$ cat src/hdl/shs_pkg.sv
// Constants, states and carriers shared by the standby controller files
package shs_pkg;
  localparam logic [15:0] SETTLE_ADDR     = 16'hfffa;
  localparam int          SEL_W           = 3;
  localparam int          DATA_W          = 8;
  localparam logic [2:0]  SETTLE_RST_VAL  = 3'h4;
  localparam logic [2:0]  SEL_SHORT       = 3'h0;
  localparam logic [2:0]  SEL_MID         = 3'h2;
  localparam int          SHORT_EXP       = 12;
  localparam int          MID_EXP         = 15;
  localparam int          LONG_EXP        = 17;
  localparam int          SETTLE_SHORT_CYC = 1 << SHORT_EXP;
  localparam int          SETTLE_MID_CYC  = 1 << MID_EXP;
  localparam int          SETTLE_LONG_CYC = 1 << LONG_EXP;
  localparam int          CNT_W           = 18;
  localparam int          WAKE_W          = 4;
  localparam int          WAKE_VEC_CYC    = 9;
  localparam int          WAKE_DIRECT_CYC = 1;
  localparam int          NUM_INT         = 8;
  localparam int          SYNC_W          = 2;
  localparam logic [1:0]  SYNC_RST_VAL    = 2'h0;
  localparam logic        OSC_EN_RST      = 1'h1;
  localparam logic        RST_PEND_RST    = 1'h1;

  typedef enum logic [2:0] {
    ST_RUN      = 3'b000,
    ST_HALT     = 3'b001,
    ST_STOP     = 3'b010,
    ST_OSC_WAIT = 3'b011,
    ST_SETTLE   = 3'b100,
    ST_WAKE     = 3'b101,
    ST_RESET    = 3'b110
  } shs_state_type;

  typedef struct packed {
    logic sub_clk_running;
    logic wide_sub_sel;
    logic buzzer_en;
    logic wide_main_sel;
    logic ext_count_pin_a_sel;
    logic ext_count_pin_b_sel;
    logic timer_c_main_sel;
    logic timer_c_sub_sel;
    logic watch_main_sel;
    logic watch_sub_sel;
    logic serial_ext_clk;
  } shs_periph_cfg_type;

  typedef struct packed {
    logic wide_timer;
    logic byte_timer_a;
    logic byte_timer_b;
    logic byte_timer_c;
    logic watch_timer;
    logic watchdog;
    logic serial;
    logic two_wire_bus_unit;
    logic bus_addr_wake;
    logic adc;
    logic multiplier;
    logic ext_int;
  } shs_periph_run_type;

  function automatic logic [CNT_W-1:0] settle_target(input logic [2:0] code,
      input logic after_rst, input int mid_cyc, input int long_cyc);
    if (after_rst) return CNT_W'(mid_cyc);
    else if (code == SEL_SHORT) return CNT_W'(SETTLE_SHORT_CYC);
    else if (code == SEL_MID) return CNT_W'(mid_cyc);
    else return CNT_W'(long_cyc);
  endfunction : settle_target
endpackage : shs_pkg

$ cat src/hdl/shs_settle_cnt.sv
// Oscillation settle counter with selectable power-of-two length
`timescale 1ns/1ps
module shs_settle_cnt
  import shs_pkg::*;
#(
  parameter int MID_CYC  = SETTLE_MID_CYC,
  parameter int LONG_CYC = SETTLE_LONG_CYC
)(
  input  wire logic             clk,
  input  wire logic             sys_rst,
  input  wire logic             restart,
  input  wire logic [SEL_W-1:0] sel,
  input  wire logic             after_rst,
  output logic                  done
);
  logic [CNT_W-1:0] cnt_reg;
  logic [CNT_W-1:0] target_reg;

  // Target is frozen at restart so a late write cannot stretch the wait
  always_ff @(posedge clk) begin
    if (sys_rst) begin
      cnt_reg    <= '0;
      target_reg <= CNT_W'(MID_CYC);
      done       <= 1'b0;
    end else if (restart) begin
      cnt_reg    <= '0;
      target_reg <= settle_target(sel, after_rst, MID_CYC, LONG_CYC);
      done       <= 1'b0;
    end else if (!done) begin
      cnt_reg <= cnt_reg + 1'b1;
      if (cnt_reg == target_reg - 1'b1) done <= 1'b1;
    end
  end
endmodule : shs_settle_cnt

$ cat src/hdl/shs_standby_ctrl.sv
// Standby controller: halt, stop, settle wait and peripheral run gating
//
// Overview of operation
// - Halt gates CPU clock, oscillator keeps running
// - Stop shuts main oscillator, halting all main-clocked logic
// - Standby keeps registers, memory and port states
// - Select codes 000/010/100 give 2^12/2^15/2^17 waits
// - Reset loads 04H yet waits 2^15
// - Wait counts from oscillator start only
// - Unmasked request ends halt; IE picks vector
// - Resume 9-10 clocks vectored, 1-2 direct
// - Non-maskable request ends halt, always vectored
// - Reset during halt restarts from reset vector
// - Pending unmasked request at entry leaves halt at once, stop after settle wait
// - Stop: timer A counts only from pin
// - Stop: timer B counts only from pin
// - Stop: serial runs only on external clock
// - Stop: bus unit still wakes on address match
// - Stop: wide timer needs subclock and buzzer
// - Halt without subclock: main-clocked timers only
// - Stop disables watchdog, converter and multiplier
// - External interrupts stay live; unmasked ones wake
// - Unmasked request leaves stop after settle wait
// - Reset in stop acts after settle wait
`timescale 1ns/1ps
module shs_standby_ctrl
  import shs_pkg::*;
#(
  parameter int SETTLE_MID  = SETTLE_MID_CYC,
  parameter int SETTLE_LONG = SETTLE_LONG_CYC
)(
  input  wire logic               clk,
  input  wire logic               sys_rst,
  input  wire logic               reset_pin_n,
  input  wire logic               osc_running,
  input  wire logic [15:0]        cpu_addr,
  input  wire logic               cpu_wr_en,
  input  wire logic               cpu_wr_byte,
  input  wire logic [DATA_W-1:0]  cpu_wdata,
  input  wire logic               cpu_rd_en,
  output logic      [DATA_W-1:0]  cpu_rdata,
  input  wire logic               halt_exec,
  input  wire logic               stop_exec,
  input  wire logic [NUM_INT-1:0] int_req,
  input  wire logic [NUM_INT-1:0] source_mask_flag,
  input  wire logic               global_int_allow_flag,
  input  wire logic               nmi_req,
  input  wire shs_periph_cfg_type periph_cfg,
  output logic                    cpu_clk_en,
  output logic                    osc_enable,
  output logic                    cpu_reset_out,
  output logic                    cpu_resume,
  output logic                    cpu_vector,
  output logic                    port_hold,
  output shs_periph_run_type      periph_run
);
  shs_state_type      state_reg;
  shs_state_type      state_next;
  logic [SEL_W-1:0]   osc_settle_select_reg;
  logic [SYNC_W-1:0]  pin_sync;
  logic               rst_ok;
  logic               osc_ok;
  logic               settle_done;
  logic               settle_restart;
  logic               rst_pend_reg;
  logic               wake_vec_reg;
  logic               wake_vec_next;
  logic [WAKE_W-1:0]  wake_cnt_reg;
  logic [NUM_INT-1:0] wake_src;
  logic               wake_any;
  logic               leaving_idle;
  logic               osc_en_next;
  shs_periph_run_type run_next;

  // Reset pin and oscillator status come from outside this clock
  shs_sync3 u_sync (
    .clk      (clk),
    .sys_rst  (sys_rst),
    .async_in ({reset_pin_n, osc_running}),
    .sync_out (pin_sync)
  );
  assign rst_ok = pin_sync[1];
  assign osc_ok = pin_sync[0];

  shs_settle_cnt #(
    .MID_CYC  (SETTLE_MID),
    .LONG_CYC (SETTLE_LONG)
  ) u_settle (
    .clk       (clk),
    .sys_rst   (sys_rst),
    .restart   (settle_restart),
    .sel       (osc_settle_select_reg),
    .after_rst (rst_pend_reg),
    .done      (settle_done)
  );

  // Only unmasked requests are wake sources
  assign wake_src = int_req & ~source_mask_flag;
  assign wake_any = |wake_src;

  // Vector decision taken at the moment of release
  assign wake_vec_next = (state_reg == ST_HALT && nmi_req) ||
                         (wake_any && global_int_allow_flag);

  assign leaving_idle = (state_reg == ST_RUN || state_reg == ST_HALT ||
                         state_reg == ST_STOP) && state_next != state_reg;

  assign settle_restart = state_next == ST_SETTLE && state_reg != ST_SETTLE;

  always_comb begin
    state_next = state_reg;
    if (!rst_ok) begin
      state_next = ST_RESET;
    end else begin
      case (state_reg)
        ST_RUN: begin
          if (halt_exec) state_next = ST_HALT;
          else if (stop_exec && wake_any) state_next = ST_SETTLE;
          else if (stop_exec) state_next = ST_STOP;
        end
        ST_HALT: begin
          if (nmi_req || wake_any) state_next = ST_WAKE;
        end
        ST_STOP: begin
          if (wake_any) state_next = ST_OSC_WAIT;
        end
        ST_OSC_WAIT: begin
          if (osc_ok) state_next = ST_SETTLE;
        end
        ST_SETTLE: begin
          if (settle_done && rst_pend_reg) state_next = ST_RUN;
          else if (settle_done) state_next = ST_WAKE;
        end
        ST_WAKE: begin
          if (wake_cnt_reg == '0) state_next = ST_RUN;
        end
        ST_RESET: begin
          state_next = ST_OSC_WAIT;
        end
        default: begin
          state_next = ST_RESET;
        end
      endcase
    end
  end

  always_ff @(posedge clk) begin
    if (sys_rst) state_reg <= ST_OSC_WAIT;
    else state_reg <= state_next;
  end

  // Settle select register; reset input also reloads it
  always_ff @(posedge clk) begin
    if (sys_rst || !rst_ok) begin
      osc_settle_select_reg <= SETTLE_RST_VAL;
    end else if (cpu_wr_en && cpu_wr_byte && cpu_addr == SETTLE_ADDR) begin
      osc_settle_select_reg <= cpu_wdata[SEL_W-1:0];
    end
  end

  always_ff @(posedge clk) begin
    if (sys_rst) begin
      cpu_rdata <= '0;
    end else if (cpu_rd_en && cpu_addr == SETTLE_ADDR) begin
      cpu_rdata <= {{(DATA_W-SEL_W){1'b0}}, osc_settle_select_reg};
    end else begin
      cpu_rdata <= '0;
    end
  end

  // Reset sequence pending until the settle wait ends
  always_ff @(posedge clk) begin
    if (sys_rst) rst_pend_reg <= RST_PEND_RST;
    else if (state_next == ST_RESET) rst_pend_reg <= 1'b1;
    else if (state_reg == ST_SETTLE && settle_done) rst_pend_reg <= 1'b0;
  end
  assign cpu_reset_out = rst_pend_reg;

  always_ff @(posedge clk) begin
    if (sys_rst) wake_vec_reg <= 1'b0;
    else if (leaving_idle) wake_vec_reg <= wake_vec_next;
  end

  // Resume delay counter
  always_ff @(posedge clk) begin
    if (sys_rst) begin
      wake_cnt_reg <= '0;
    end else if (state_next == ST_WAKE && state_reg != ST_WAKE) begin
      if ((state_reg == ST_HALT) ? wake_vec_next : wake_vec_reg)
        wake_cnt_reg <= WAKE_W'(WAKE_VEC_CYC - 1);
      else
        wake_cnt_reg <= WAKE_W'(WAKE_DIRECT_CYC - 1);
    end else if (state_reg == ST_WAKE && wake_cnt_reg != '0) begin
      wake_cnt_reg <= wake_cnt_reg - 1'b1;
    end
  end

  always_ff @(posedge clk) begin
    if (sys_rst) begin
      cpu_resume <= 1'b0;
      cpu_vector <= 1'b0;
    end else begin
      cpu_resume <= state_reg == ST_WAKE && state_next == ST_RUN;
      cpu_vector <= state_reg == ST_WAKE && state_next == ST_RUN && wake_vec_reg;
    end
  end

  always_ff @(posedge clk) begin
    if (sys_rst) cpu_clk_en <= 1'b0;
    else cpu_clk_en <= state_next == ST_RUN;
  end

  // Oscillator stays off across a reset that arrives during stop
  always_comb begin
    case (state_next)
      ST_STOP:  osc_en_next = 1'b0;
      ST_RESET: osc_en_next = osc_enable;
      default:  osc_en_next = 1'b1;
    endcase
  end

  always_ff @(posedge clk) begin
    if (sys_rst) osc_enable <= OSC_EN_RST;
    else osc_enable <= osc_en_next;
  end

  // Ports and state are held in standby but not through reset
  always_ff @(posedge clk) begin
    if (sys_rst) port_hold <= 1'b0;
    else port_hold <= state_next != ST_RUN && state_next != ST_RESET &&
                      !rst_pend_reg;
  end

  // Peripheral run enables per operating state
  always_comb begin
    run_next = '1;
    case (state_next)
      ST_HALT, ST_SETTLE, ST_WAKE: begin
        run_next.wide_timer   = periph_cfg.sub_clk_running ||
                                periph_cfg.wide_main_sel;
        run_next.byte_timer_c = periph_cfg.sub_clk_running ||
                                periph_cfg.timer_c_main_sel;
        run_next.watch_timer  = periph_cfg.sub_clk_running ||
                                periph_cfg.watch_main_sel;
        run_next.bus_addr_wake = 1'b0;
        run_next.adc          = 1'b0;
        run_next.multiplier   = 1'b0;
      end
      ST_STOP, ST_OSC_WAIT: begin
        run_next.wide_timer   = periph_cfg.sub_clk_running &&
                                periph_cfg.wide_sub_sel &&
                                periph_cfg.buzzer_en;
        run_next.byte_timer_a = periph_cfg.ext_count_pin_a_sel;
        run_next.byte_timer_b = periph_cfg.ext_count_pin_b_sel;
        run_next.byte_timer_c = periph_cfg.sub_clk_running &&
                                periph_cfg.timer_c_sub_sel;
        run_next.watch_timer  = periph_cfg.sub_clk_running &&
                                periph_cfg.watch_sub_sel;
        run_next.serial       = periph_cfg.serial_ext_clk;
        run_next.bus_addr_wake = 1'b1;
        run_next.watchdog     = 1'b0;
        run_next.adc          = 1'b0;
        run_next.multiplier   = 1'b0;
      end
      ST_RESET: begin
        run_next = '0;
      end
      default: begin
        run_next.bus_addr_wake = 1'b0;
      end
    endcase
  end

  always_ff @(posedge clk) begin
    if (sys_rst) periph_run <= '0;
    else periph_run <= run_next;
  end
endmodule : shs_standby_ctrl

$ cat src/hdl/shs_sync3.sv
// Three-stage input synchroniser with agreement filter
`timescale 1ns/1ps
module shs_sync3
  import shs_pkg::*;
(
  input  wire logic              clk,
  input  wire logic              sys_rst,
  input  wire logic [SYNC_W-1:0] async_in,
  output logic      [SYNC_W-1:0] sync_out
);
  logic [SYNC_W-1:0] s1_reg;
  logic [SYNC_W-1:0] s2_reg;
  logic [SYNC_W-1:0] s3_reg;

  always_ff @(posedge clk) begin
    if (sys_rst) begin
      s1_reg <= SYNC_RST_VAL;
      s2_reg <= SYNC_RST_VAL;
      s3_reg <= SYNC_RST_VAL;
    end else begin
      s1_reg <= async_in;
      s2_reg <= s1_reg;
      s3_reg <= s2_reg;
    end
  end

  // A bit changes only once stages two and three agree
  always_ff @(posedge clk) begin
    if (sys_rst) begin
      sync_out <= SYNC_RST_VAL;
    end else begin
      for (int i = 0; i < SYNC_W; i++) begin
        if (s2_reg[i] == s3_reg[i]) sync_out[i] <= s3_reg[i];
      end
    end
  end
endmodule : shs_sync3

$ cat config.mk
export PLATFORM = sky130hd
export DESIGN_NAME = shs_standby_ctrl
export DESIGN_NICKNAME = d
export VERILOG_FILES = /design/src/hdl/shs_pkg.sv /design/src/hdl/shs_settle_cnt.sv /design/src/hdl/shs_standby_ctrl.sv /design/src/hdl/shs_sync3.sv
export SDC_FILE = /design/constraint.sdc
export NUM_CORES = 1
export LEC_CHECK = 0
export CORE_AREA = 3 3 81 83
export CTS_CLUSTER_SIZE = 10
export DETAILED_ROUTE_END_ITERATION = 7
export DIE_AREA = 0 0 84 86
export DONT_BUFFER_PORTS = 1
export HOLD_SLACK_MARGIN = 0.1
export PLACE_DENSITY = 0.6
export SLEW_MARGIN = 20
export SYNTH_ARGS = -nofsm -noshare
export SYNTH_HDL_FRONTEND = slang
export SYNTH_HIERARCHICAL = 1
export SYNTH_SLANG_ARGS = --single-unit
export TNS_END_PERCENT = 1
$ cat constraint.sdc
create_clock -name clk -period 3 [get_ports clk]
set_input_delay 0.6 -clock clk [delete_from_list [all_inputs] [get_ports clk]]
set_output_delay 0.6 -clock clk [all_outputs]
set_load 0.005 [all_outputs]
==> results of run 1 <==
## stage by stage
step           hold slack (ps)  cell area (µm²)  setup WS, ps
2_1_floorplan              414             2930           391
3_3_place_gp               423             2890           458
3_5_place_dp               424             2890           446
4_1_cts                    318             3100           473
5_1_grt                    308             3100           302
6_report                   335             3100           456
## critical path, cell delays in order, from the launching register on
cell	delay (ps)
dfxtp_1	630
nand3b_4	180
a21oi_4	310
nor3_2	110
o21ai_2	220
and4bb_2	330
or2_1	230
buf_4	200
o31ai_1	230
## final cells by class
cell class / instances / share of cell area
flip-flops and latches: 60 / 0.388
well taps: 75 / 0.0303
repair buffers: 2 / 0.00485
clock inverters: 4 / 0.0154
clock buffers: 12 / 0.0501
inverters: 17 / 0.0206
multi-input cells: 224 / 0.491
## cell families (layout without fill, tap and decap cells)
kind of cell               Yosys count  count (layout)  synth area share
and+or+nand+nor                    141             141             0.294
other                                1               5           0.00129
AOI/OAI and AO/OA                   53              53             0.138
buffers and inverters               37              35            0.0725
DFF                                 60              60             0.412
muxes                                7               7            0.0249
xor gates and xnor gates            15              15            0.0450
adders and majority gates            3               3            0.0129
## path summary, 6_finish.rpt
check	from	end	slack (ps)	depth (start not counted)
worst max-delay path	state_reg[0]	u_settle/done	460	8
worst min-delay path	sys_rst	u_settle/target_reg[17]	340	1
worst max register to register	state_reg[0]	u_settle/done	460	8
worst min register to register	u_sync/s1_reg[0]	u_sync/s2_reg[0]	440	1
## Yosys cell counts, drive strengths merged (4+ instances only)
library cell,n
nand4,11
a21oi,15
nand3,10
and3,4
dfxtp,60
nand3b,5
nor2,32
nand2,16
clkbuf,5
nor2b,7
xnor2,4
xor2,11
buf,15
nand2b,9
or3,8
inv,17
o21bai,5
mux2i,5
nor4,4
and2,7
o21ai,11
nor3,8
## metal layers
| metal | routed length (µm) | up-vias | GRT usage |
|---|---|---|---|
| li1 | - | 1101 | - |
| met1 | 2710 | 1023 | 0.208 |
| met2 | 2590 | 62 | 0.257 |
| met3 | 358 | 2 | 0.0615 |
| met4 | 36 | 0 | 0.0599 |
| met5 | 0 | - | 0 |
## where the power goes
part | total, W | internal (W) | switching, W
sequential | 0.000819 | 0.000806 | 0.0000130
clock | 0.000736 | 0.000426 | 0.000310
combinational | 0.0000532 | 0.0000246 | 0.0000286
total | 0.00161 | 0.00126 | 0.000352
==> results.md, run 1 <==
* CTS Buffer Depth at 2
* Filler instances at 572
* Commonest non-fill, non-tap cells in the layout: dfxtp_1, nor2_1, inv_1, nand2_1, a21oi_1
* Via Count at 2,188
* Die height at 86 µm
* Per-cell routed wire length at 14.5 µm
* Dpl cells at 378
* Io pins at 88
* Max-slew violations at 0
* EDFF count, synth at 0
* Leak at 1.15 nW
* All-Layer GR Usage at 0.164
* Most common cell after layout, fill and taps aside: dfxtp_1
* Multi-input logic area at 1520 µm²
* Nets at 379
* # diodes at 0
* Path category of the worst min-delay check: in -> reg
* DRT iter0 DRCs at 131
* Clock root cell: clkbuf_8
* Synth Area per Inst at 9.20 µm²
* Initial antenna violation count at 0
* Final core utilization at 0.523
* RD Place Congestion at 0.816
* Crit path launch type: flip-flop
* Die footprint at 7220 µm²
* Cell taking the most area after synthesis: dfxtp_1
* CTS tree: yes
* DRT antenna net count at 0
* Largest net degree at the start of global routing at 33
* Final Cycle Share at 0.848
* FF+latch count, synth at 60
* Total power at 0.00161 W
* H-Tree Level Count at 3
* # Post-CTS Setup Buffers at 0
* Final setup TNS at 0 ps
* CP Capture Type: flip-flop
* Ys Warns at 6
* CP required at 3240 ps
* Arr. time, crit path at 2790 ps
* CTS Sinks at 60
* Routed vias/inst at 5.55
* Synthesized area at 2920 µm²
* PD cells at 519 nW/µm²
* Layout cell share with drive strength beyond 1 at 0.125
* Final count of hold timing violations at 0
* CTS resizes at 0
* Post-synth top area share at 0.412
* Clock Latency Late Sink at 330 ps
* Final non-filler cell total at 394
* Max Clk Rate at 393 MHz
* Number of cell rows at 28
* Clock-pin slew on the worst setup and hold paths at 60 ps
* First-pass GRT wire length at 9540 µm
* Post-DP HPWL at 4140 µm
* Worst-path maximum fanout at 19
* Core area at 5920 µm²
* CP Class: reg -> reg
* Starting Density at 0.493
* Gr ovfl total at 0
* Vias in the first global route at 2,052
* Status: completed
* IO Port Bufs at 0
* Max cap viols at 0
* Area grow syn2layout at 6.13%
* Maximum vdd drop at 0.000335 V
* Worst Skew at 7.49 ps
* Die width at 84 µm
* Largest register FFs at 18
* Hold Buf Count CTS at 0
* Routed Wire Length at 5690 µm
* Final setup viols at 0
* Residual DRC at 0
* Main synth FF type: dfxtp_1
* RSZ-0062 raised after global routing: false
* Cells after Synth at 317
* Synth top area cells: dfxtp_1, nor2_1, xor2_1
* Async set or reset register ratio after synthesis at 0
* Cts bufs inserted at 9
* Netlist cell types at 67
* Min Tclk post-route at 2540 ps
* Seq/Total Area, Yosys at 0.412
* Register Area at 1200 µm²
* First drt pass iteration count at 4
(Power assumes the default switching activity.)
==> inputs of run 2 (changes only) <==
--- a/config.mk
+++ b/config.mk
@@ -11,7 +11,7 @@
 export DIE_AREA = 0 0 84 86
 export DONT_BUFFER_PORTS = 1
 export HOLD_SLACK_MARGIN = 0.1
-export PLACE_DENSITY = 0.6
+export PLACE_DENSITY = 0.63
 export SLEW_MARGIN = 20
 export SYNTH_ARGS = -nofsm -noshare
 export SYNTH_HDL_FRONTEND = slang
==> constraint.sdc (replaced) <==
create_clock -name clk -period 2.3 [get_ports clk]
set_input_delay 0.46 -clock clk [delete_from_list [all_inputs] [get_ports clk]]
set_output_delay 0.46 -clock clk [all_outputs]
set_load 0.005 [all_outputs]
==> results.md, run 2 (synthesized netlist as in run 1, its figures left out) <==
* H-Tree Level Count at 3
* CP Capture Type: flip-flop
* Via Count at 2,222
* Final Cycle Share at 0.935
* Largest register FFs at 18
* Io pins at 88
* Status: completed
* Crit-path slowest cell: dfxtp_2
* CTS tree: yes
* Worst-path maximum fanout at 18
* Die width at 84 µm
* Die height at 86 µm
* Final non-filler cell total at 408
* Worst hold margin at 192 ps
* Total power at 0.00216 W
* Core area at 5920 µm²
* Leak at 1.24 nW
* Maximum vdd drop at 0.000452 V
* Worst Skew at 6.30 ps
* Placed Area at 3020 µm²
* Number of cell rows at 28
* Worst Reg-to-Reg Cells at 9
* Post-Layout Inst Area at 3250 µm²
* Clock-pin slew on the worst setup and hold paths at 60 ps
* Cts bufs inserted at 9
* Hold Buf Count CTS at 0
* Crit path launch type: flip-flop
* Dpl cells at 391
* Residual DRC at 0
* Vias in the first global route at 2,053
* Post-DP HPWL at 4260 µm
* Worst Hold Path EP: u_sync/s1_reg[0]
* Min Tclk post-route at 2150 ps
* Clock root cell: clkbuf_8
* Worst hold path depth at 1
* CP top delay family: simple AND/OR/NAND/NOR gates
* CTS Sinks at 60
* DRT iter0 DRCs at 70
* PD cells at 663 nW/µm²
* Die footprint at 7220 µm²
* Area grow syn2layout at 11.5%
* RSZ-0062 raised after global routing: true
* Routed Wire Length at 5730 µm
* HP Start: sys_rst
* Most common cell after layout, fill and taps aside: dfxtp_1
* DRT antenna net count at 0
* CTS Buffer Depth at 2
* Final count of hold timing violations at 0
* First drt pass iteration count at 4
* Gr ovfl total at 0
* Reg-to-reg slack, setup at 150 ps
* Initial antenna violation count at 0
* Max cap viols at 0
* Starting Density at 0.493
* Arr. time, crit path at 2420 ps
* Max Clk Rate at 465 MHz
* RD Place Congestion at 0.781
* Path category of the worst min-delay check: in -> reg
* Worst Path Buf+Inv at 2
* Reg2reg start: wake_cnt_reg[0]
* Final core utilization at 0.549
* Final setup viols at 0
* Max stage delay on crit path at 350 ps
* Largest net degree at the start of global routing at 33
* Layout cell share with drive strength beyond 1 at 0.183
* Nets at 393
* Max-slew violations at 0
* CP Class: reg -> reg
* Routed vias/inst at 5.45
* R2r endpoint: u_settle/cnt_reg[16]
* Per-cell routed wire length at 14.0 µm
* Commonest non-fill, non-tap cells in the layout: dfxtp_1, nor2_1, inv_1, nand2_1, buf_4
* Crit path cell chain: inv_1 > ha_1 > a21oi_4 > nor3_2 > o21ai_2 > and4bb_2 > or2_1 > buf_12 > a21oi_1
* First-pass GRT wire length at 9600 µm
* All-Layer GR Usage at 0.166
* # diodes at 0
* CP required at 2560 ps
* IO Port Bufs at 0
* Clock Latency Late Sink at 330 ps
-- run 2: cell count changes in the layout (fill, tap and decap cells not counted) --
| cell | before | now |
|---|---|---|
| buf_4 | 2 | 15 |
| o31ai_1 | 3 | 2 |
| dfxtp_2 | 0 | 5 |
| o31ai_4 | 0 | 1 |
| buf_12 | 0 | 1 |
| clkinv_2 | 2 | 1 |
| dfxtp_1 | 60 | 55 |
| clkbuf_8 | 11 | 13 |
| clkbuf_1 | 1 | 0 |
-- run 2: power by group --
group / switching (W) / internal [W]
sequential: 0.0000154 / 0.00105
combinational: 0.0000411 / 0.0000403
clock: 0.000392 / 0.000617
-- run 2: worst max-delay path by stage --
stage	startpoint	to	slack, ps	cells past startpoint
after global placement	state_reg[0]	u_settle/cnt_reg[17]	70	9
after CTS	state_reg[2]	u_settle/cnt_reg[13]	4	8
after floorplan	source_mask_flag[1]	u_settle/cnt_reg[0]	1	10
final	wake_cnt_reg[0]	u_settle/cnt_reg[16]	150	9
after global routing	wake_cnt_reg[0]	u_settle/cnt_reg[16]	-0.7	9
after detailed placement	state_reg[0]	u_settle/cnt_reg[6]	20	8
-- run 2: stage by stage --
| step | worst slack (ps) | TNS [ps] |
|---|---|---|
| CTS | 4.23 | 0 |
| floorplan | 1.20 | 0 |
| global route | -0.698 | -0.698 |
| global placement | 69.1 | 0 |
| finish | 148 | 0 |
| detailed placement | 17.7 | 0 |
-- run 2: area by class of cell --
class	count	area [µm²]
Sequential cell	60	1210
Tap cell	75	93.8
Multi-Input combinational cell	224	1530
Timing Repair Buffer	16	133
Fill cell	548	2670
Inverter	17	63.8
Clock buffer	13	179
Clock inverter	3	42.5
-- run 2: per-layer routing --
layer / up-vias / global-route usage / wire (µm)
met5: - / 0 / 0
met4: 0 / 0.0614 / 89
met3: 9 / 0.0576 / 302
met2: 56 / 0.272 / 2780
met1: 1027 / 0.202 / 2560
li1: 1130 / - / -
-- run 2: repair_timing --
item | in CTS | in global routing
pin swaps | 0 | 2
setup endpoints to repair | 8 | 26
gates resized for setup | 1 | 4
setup buffers | 0 | 1
==> inputs of run 3 (changes only) <==
--- a/config.mk
+++ b/config.mk
@@ -5,13 +5,13 @@
 export SDC_FILE = /design/constraint.sdc
 export NUM_CORES = 1
 export LEC_CHECK = 0
+export BUFFER_PORTS_ARGS = -buffer_cell sky130_fd_sc_hd__buf_2
 export CORE_AREA = 3 3 81 83
 export CTS_CLUSTER_SIZE = 10
 export DETAILED_ROUTE_END_ITERATION = 7
 export DIE_AREA = 0 0 84 86
-export DONT_BUFFER_PORTS = 1
 export HOLD_SLACK_MARGIN = 0.1
-export PLACE_DENSITY = 0.63
+export PLACE_DENSITY = 0.73
 export SLEW_MARGIN = 20
 export SYNTH_ARGS = -nofsm -noshare
 export SYNTH_HDL_FRONTEND = slang
==> constraint.sdc (replaced) <==
create_clock -name clk -period 2.4 [get_ports clk]
set_input_delay 0.48 -clock clk [delete_from_list [all_inputs] [get_ports clk]]
set_output_delay 0.48 -clock clk [all_outputs]
set_load 0.005 [all_outputs]
==> results.md, run 3 (synthesized netlist as in run 1, its figures left out) <==
* CP Class: reg -> reg
* Crit path launch type: flip-flop
* R2r endpoint: port_hold
* HP Start: reset_pin_n
* Setup WS post-layout at 204 ps
* Worst hold path depth at 2
* Arr. time, crit path at 2420 ps
* Sw Share at 0.247
* Die height at 86 µm
* Int Power at 0.00156 W
* Gr ovfl total at 0
* Worst hold margin at 346 ps
* Most common cell after layout, fill and taps aside: buf_2
* Max Clk Rate at 455 MHz
* Max cap viols at 0
* Crit-path slowest cell: or4_1
* Comb pwr share at 0.064
* Commonest non-fill, non-tap cells in the layout: buf_2, dfxtp_1, nor2_1, inv_1, nand2_1
* Largest register FFs at 18
* Post-DP HPWL at 4720 µm
* Clock root cell: clkbuf_8
* Worst Reg-to-Reg Cells at 8
* Max stage delay on crit path at 670 ps
* Final setup viols at 0
* Reg-to-reg slack, setup at 200 ps
* Io pins at 88
* Via Count at 2,503
* Reg2reg start: wake_cnt_reg[0]
* Worst Hold Path EP: u_sync/s1_reg[1]
* DRT antenna net count at 0
* Worst Skew at 7.12 ps
* Layout cell share with drive strength beyond 1 at 0.324
* Status: completed
* Die width at 84 µm
* Final core utilization at 0.606
* Switching pwr at 0.000513 W
* DRT iter0 DRCs at 106
* IO Port Bufs at 77
* Sequential Power Share at 0.492
* Crit path cell chain: inv_1 > ha_1 > a21oi_4 > buf_4 > nor3_1 > nand2_1 > or4_1 > nor3b_1
* Initial antenna violation count at 0
* Core area at 5920 µm²
* Vias in the first global route at 2,412
* RSZ-0062 raised after global routing: false
* Die footprint at 7220 µm²
* Final count of hold timing violations at 0
* Leak at 1.55 nW
* Final Cycle Share at 0.915
* Area grow syn2layout at 22.9%
* RD Place Congestion at 0.915
* Hold Buf Count CTS at 0
* Routed vias/inst at 5.18
* CTS Sinks at 60
* Share of total power in the clock network at 0.444
* All-Layer GR Usage at 0.183
* Number of cell rows at 28
* # diodes at 0
* Worst-path maximum fanout at 8
* # Post-CTS Setup Buffers at 0
* Total power at 0.00207 W
* Starting Density at 0.493
* Filler instances at 533
* Min Tclk post-route at 2200 ps
* Residual DRC at 0
* Clock Latency Late Sink at 350 ps
* CTS tree: yes
* PD cells at 578 nW/µm²
* CP required at 2620 ps
* Maximum vdd drop at 0.000365 V
* Clock-pin slew on the worst setup and hold paths at 80 ps
* DP Worst Slack at 25.6 ps
* Register Area at 1200 µm²
* Nets at 468
* CTS Buffer Depth at 2
* Multi-input logic area at 1530 µm²
* H-Tree Level Count at 3
* CP Capture Type: flip-flop
* Largest net degree at the start of global routing at 32
* First drt pass iteration count at 4
* Per-cell routed wire length at 13.0 µm
* First-pass GRT wire length at 10,600 µm
* Path category of the worst min-delay check: in -> reg
* Max-slew violations at 0
* Routed Wire Length at 6300 µm
* Final setup TNS at 0 ps
* Cts bufs inserted at 9
==> run 3: cell count changes in the layout (fill, tap and decap cells not counted), sizes merged <==
cell | before | now
inv | 17 | 19
buf | 16 | 91
clkbuf | 13 | 9
clkinv | 1 | 3
==> run 3: layout make-up <==
type                       instances  share of cell area
inverter                          17              0.0178
multi-input combinational        224               0.425
clock buffer                       9              0.0345
tap                               75              0.0262
clock inverter                     7              0.0206
sequential                        60               0.335
timing repair buffer              91               0.140
==> run 3: power groups by stage <==
| stage | clock network (W) | registers, W | logic [W] |
|---|---|---|---|
| finish | 0.000920 | 0.00102 | 0.000134 |
| detailed placement | 0 | 0.00104 | 0.000133 |
| floorplan | 0 | 0.00104 | 0.0000752 |
| CTS | 0.000935 | 0.00102 | 0.000134 |
| global route | 0.000981 | 0.00102 | 0.000149 |
| global placement | 0 | 0.00104 | 0.000130 |
==> run 3: stage by stage <==
| stage | cells | cell area (µm²) |
|---|---|---|
| after floorplan | 321 | 2940 |
| after global placement | 467 | 3390 |
| after detailed placement | 467 | 3390 |
| after global routing | 483 | 3590 |
| final | 483 | 3590 |
| after CTS | 483 | 3580 |
==> run 3: critical path, delay by kind of cell, from the launching register on <==
family | cells | cell delay [ps]
flip-flops | 1 | 330
adder cells (fa/ha/maj) | 1 | 210
buffers and inverters | 2 | 220
AO/OA/AOI/OAI | 1 | 90
AND/OR/NAND/NOR | 4 | 1220
==> run 3: worst max path at each step <==
stage,start,endpoint,slack (ps),cells after the start
4_1_cts,state_reg[2],cpu_vector,140,6
6_report,wake_cnt_reg[0],port_hold,200,8
2_1_floorplan,source_mask_flag[1],u_settle/cnt_reg[0],6,10
3_3_place_gp,source_mask_flag[3],port_hold,70,7
3_5_place_dp,source_mask_flag[1],u_settle/done,30,9
5_1_grt,wake_cnt_reg[0],port_hold,70,8
==> run 3: metal layers <==
layer  global-route usage  wire [µm]  vias up
met4               0.0877         79        0
met1                0.216       2830     1167
li1                     -          -     1278
met3               0.0432        256        6
met5                    0          0        -
met2                0.314       3140       52
==> run 3: what timing repair did <==
| action | CTS | global route |
|---|---|---|
| hold endpoints to repair | 0 | 0 |
| resized for setup | 0 | 1 |
| endpoints found under the setup margin | 0 | 5 |
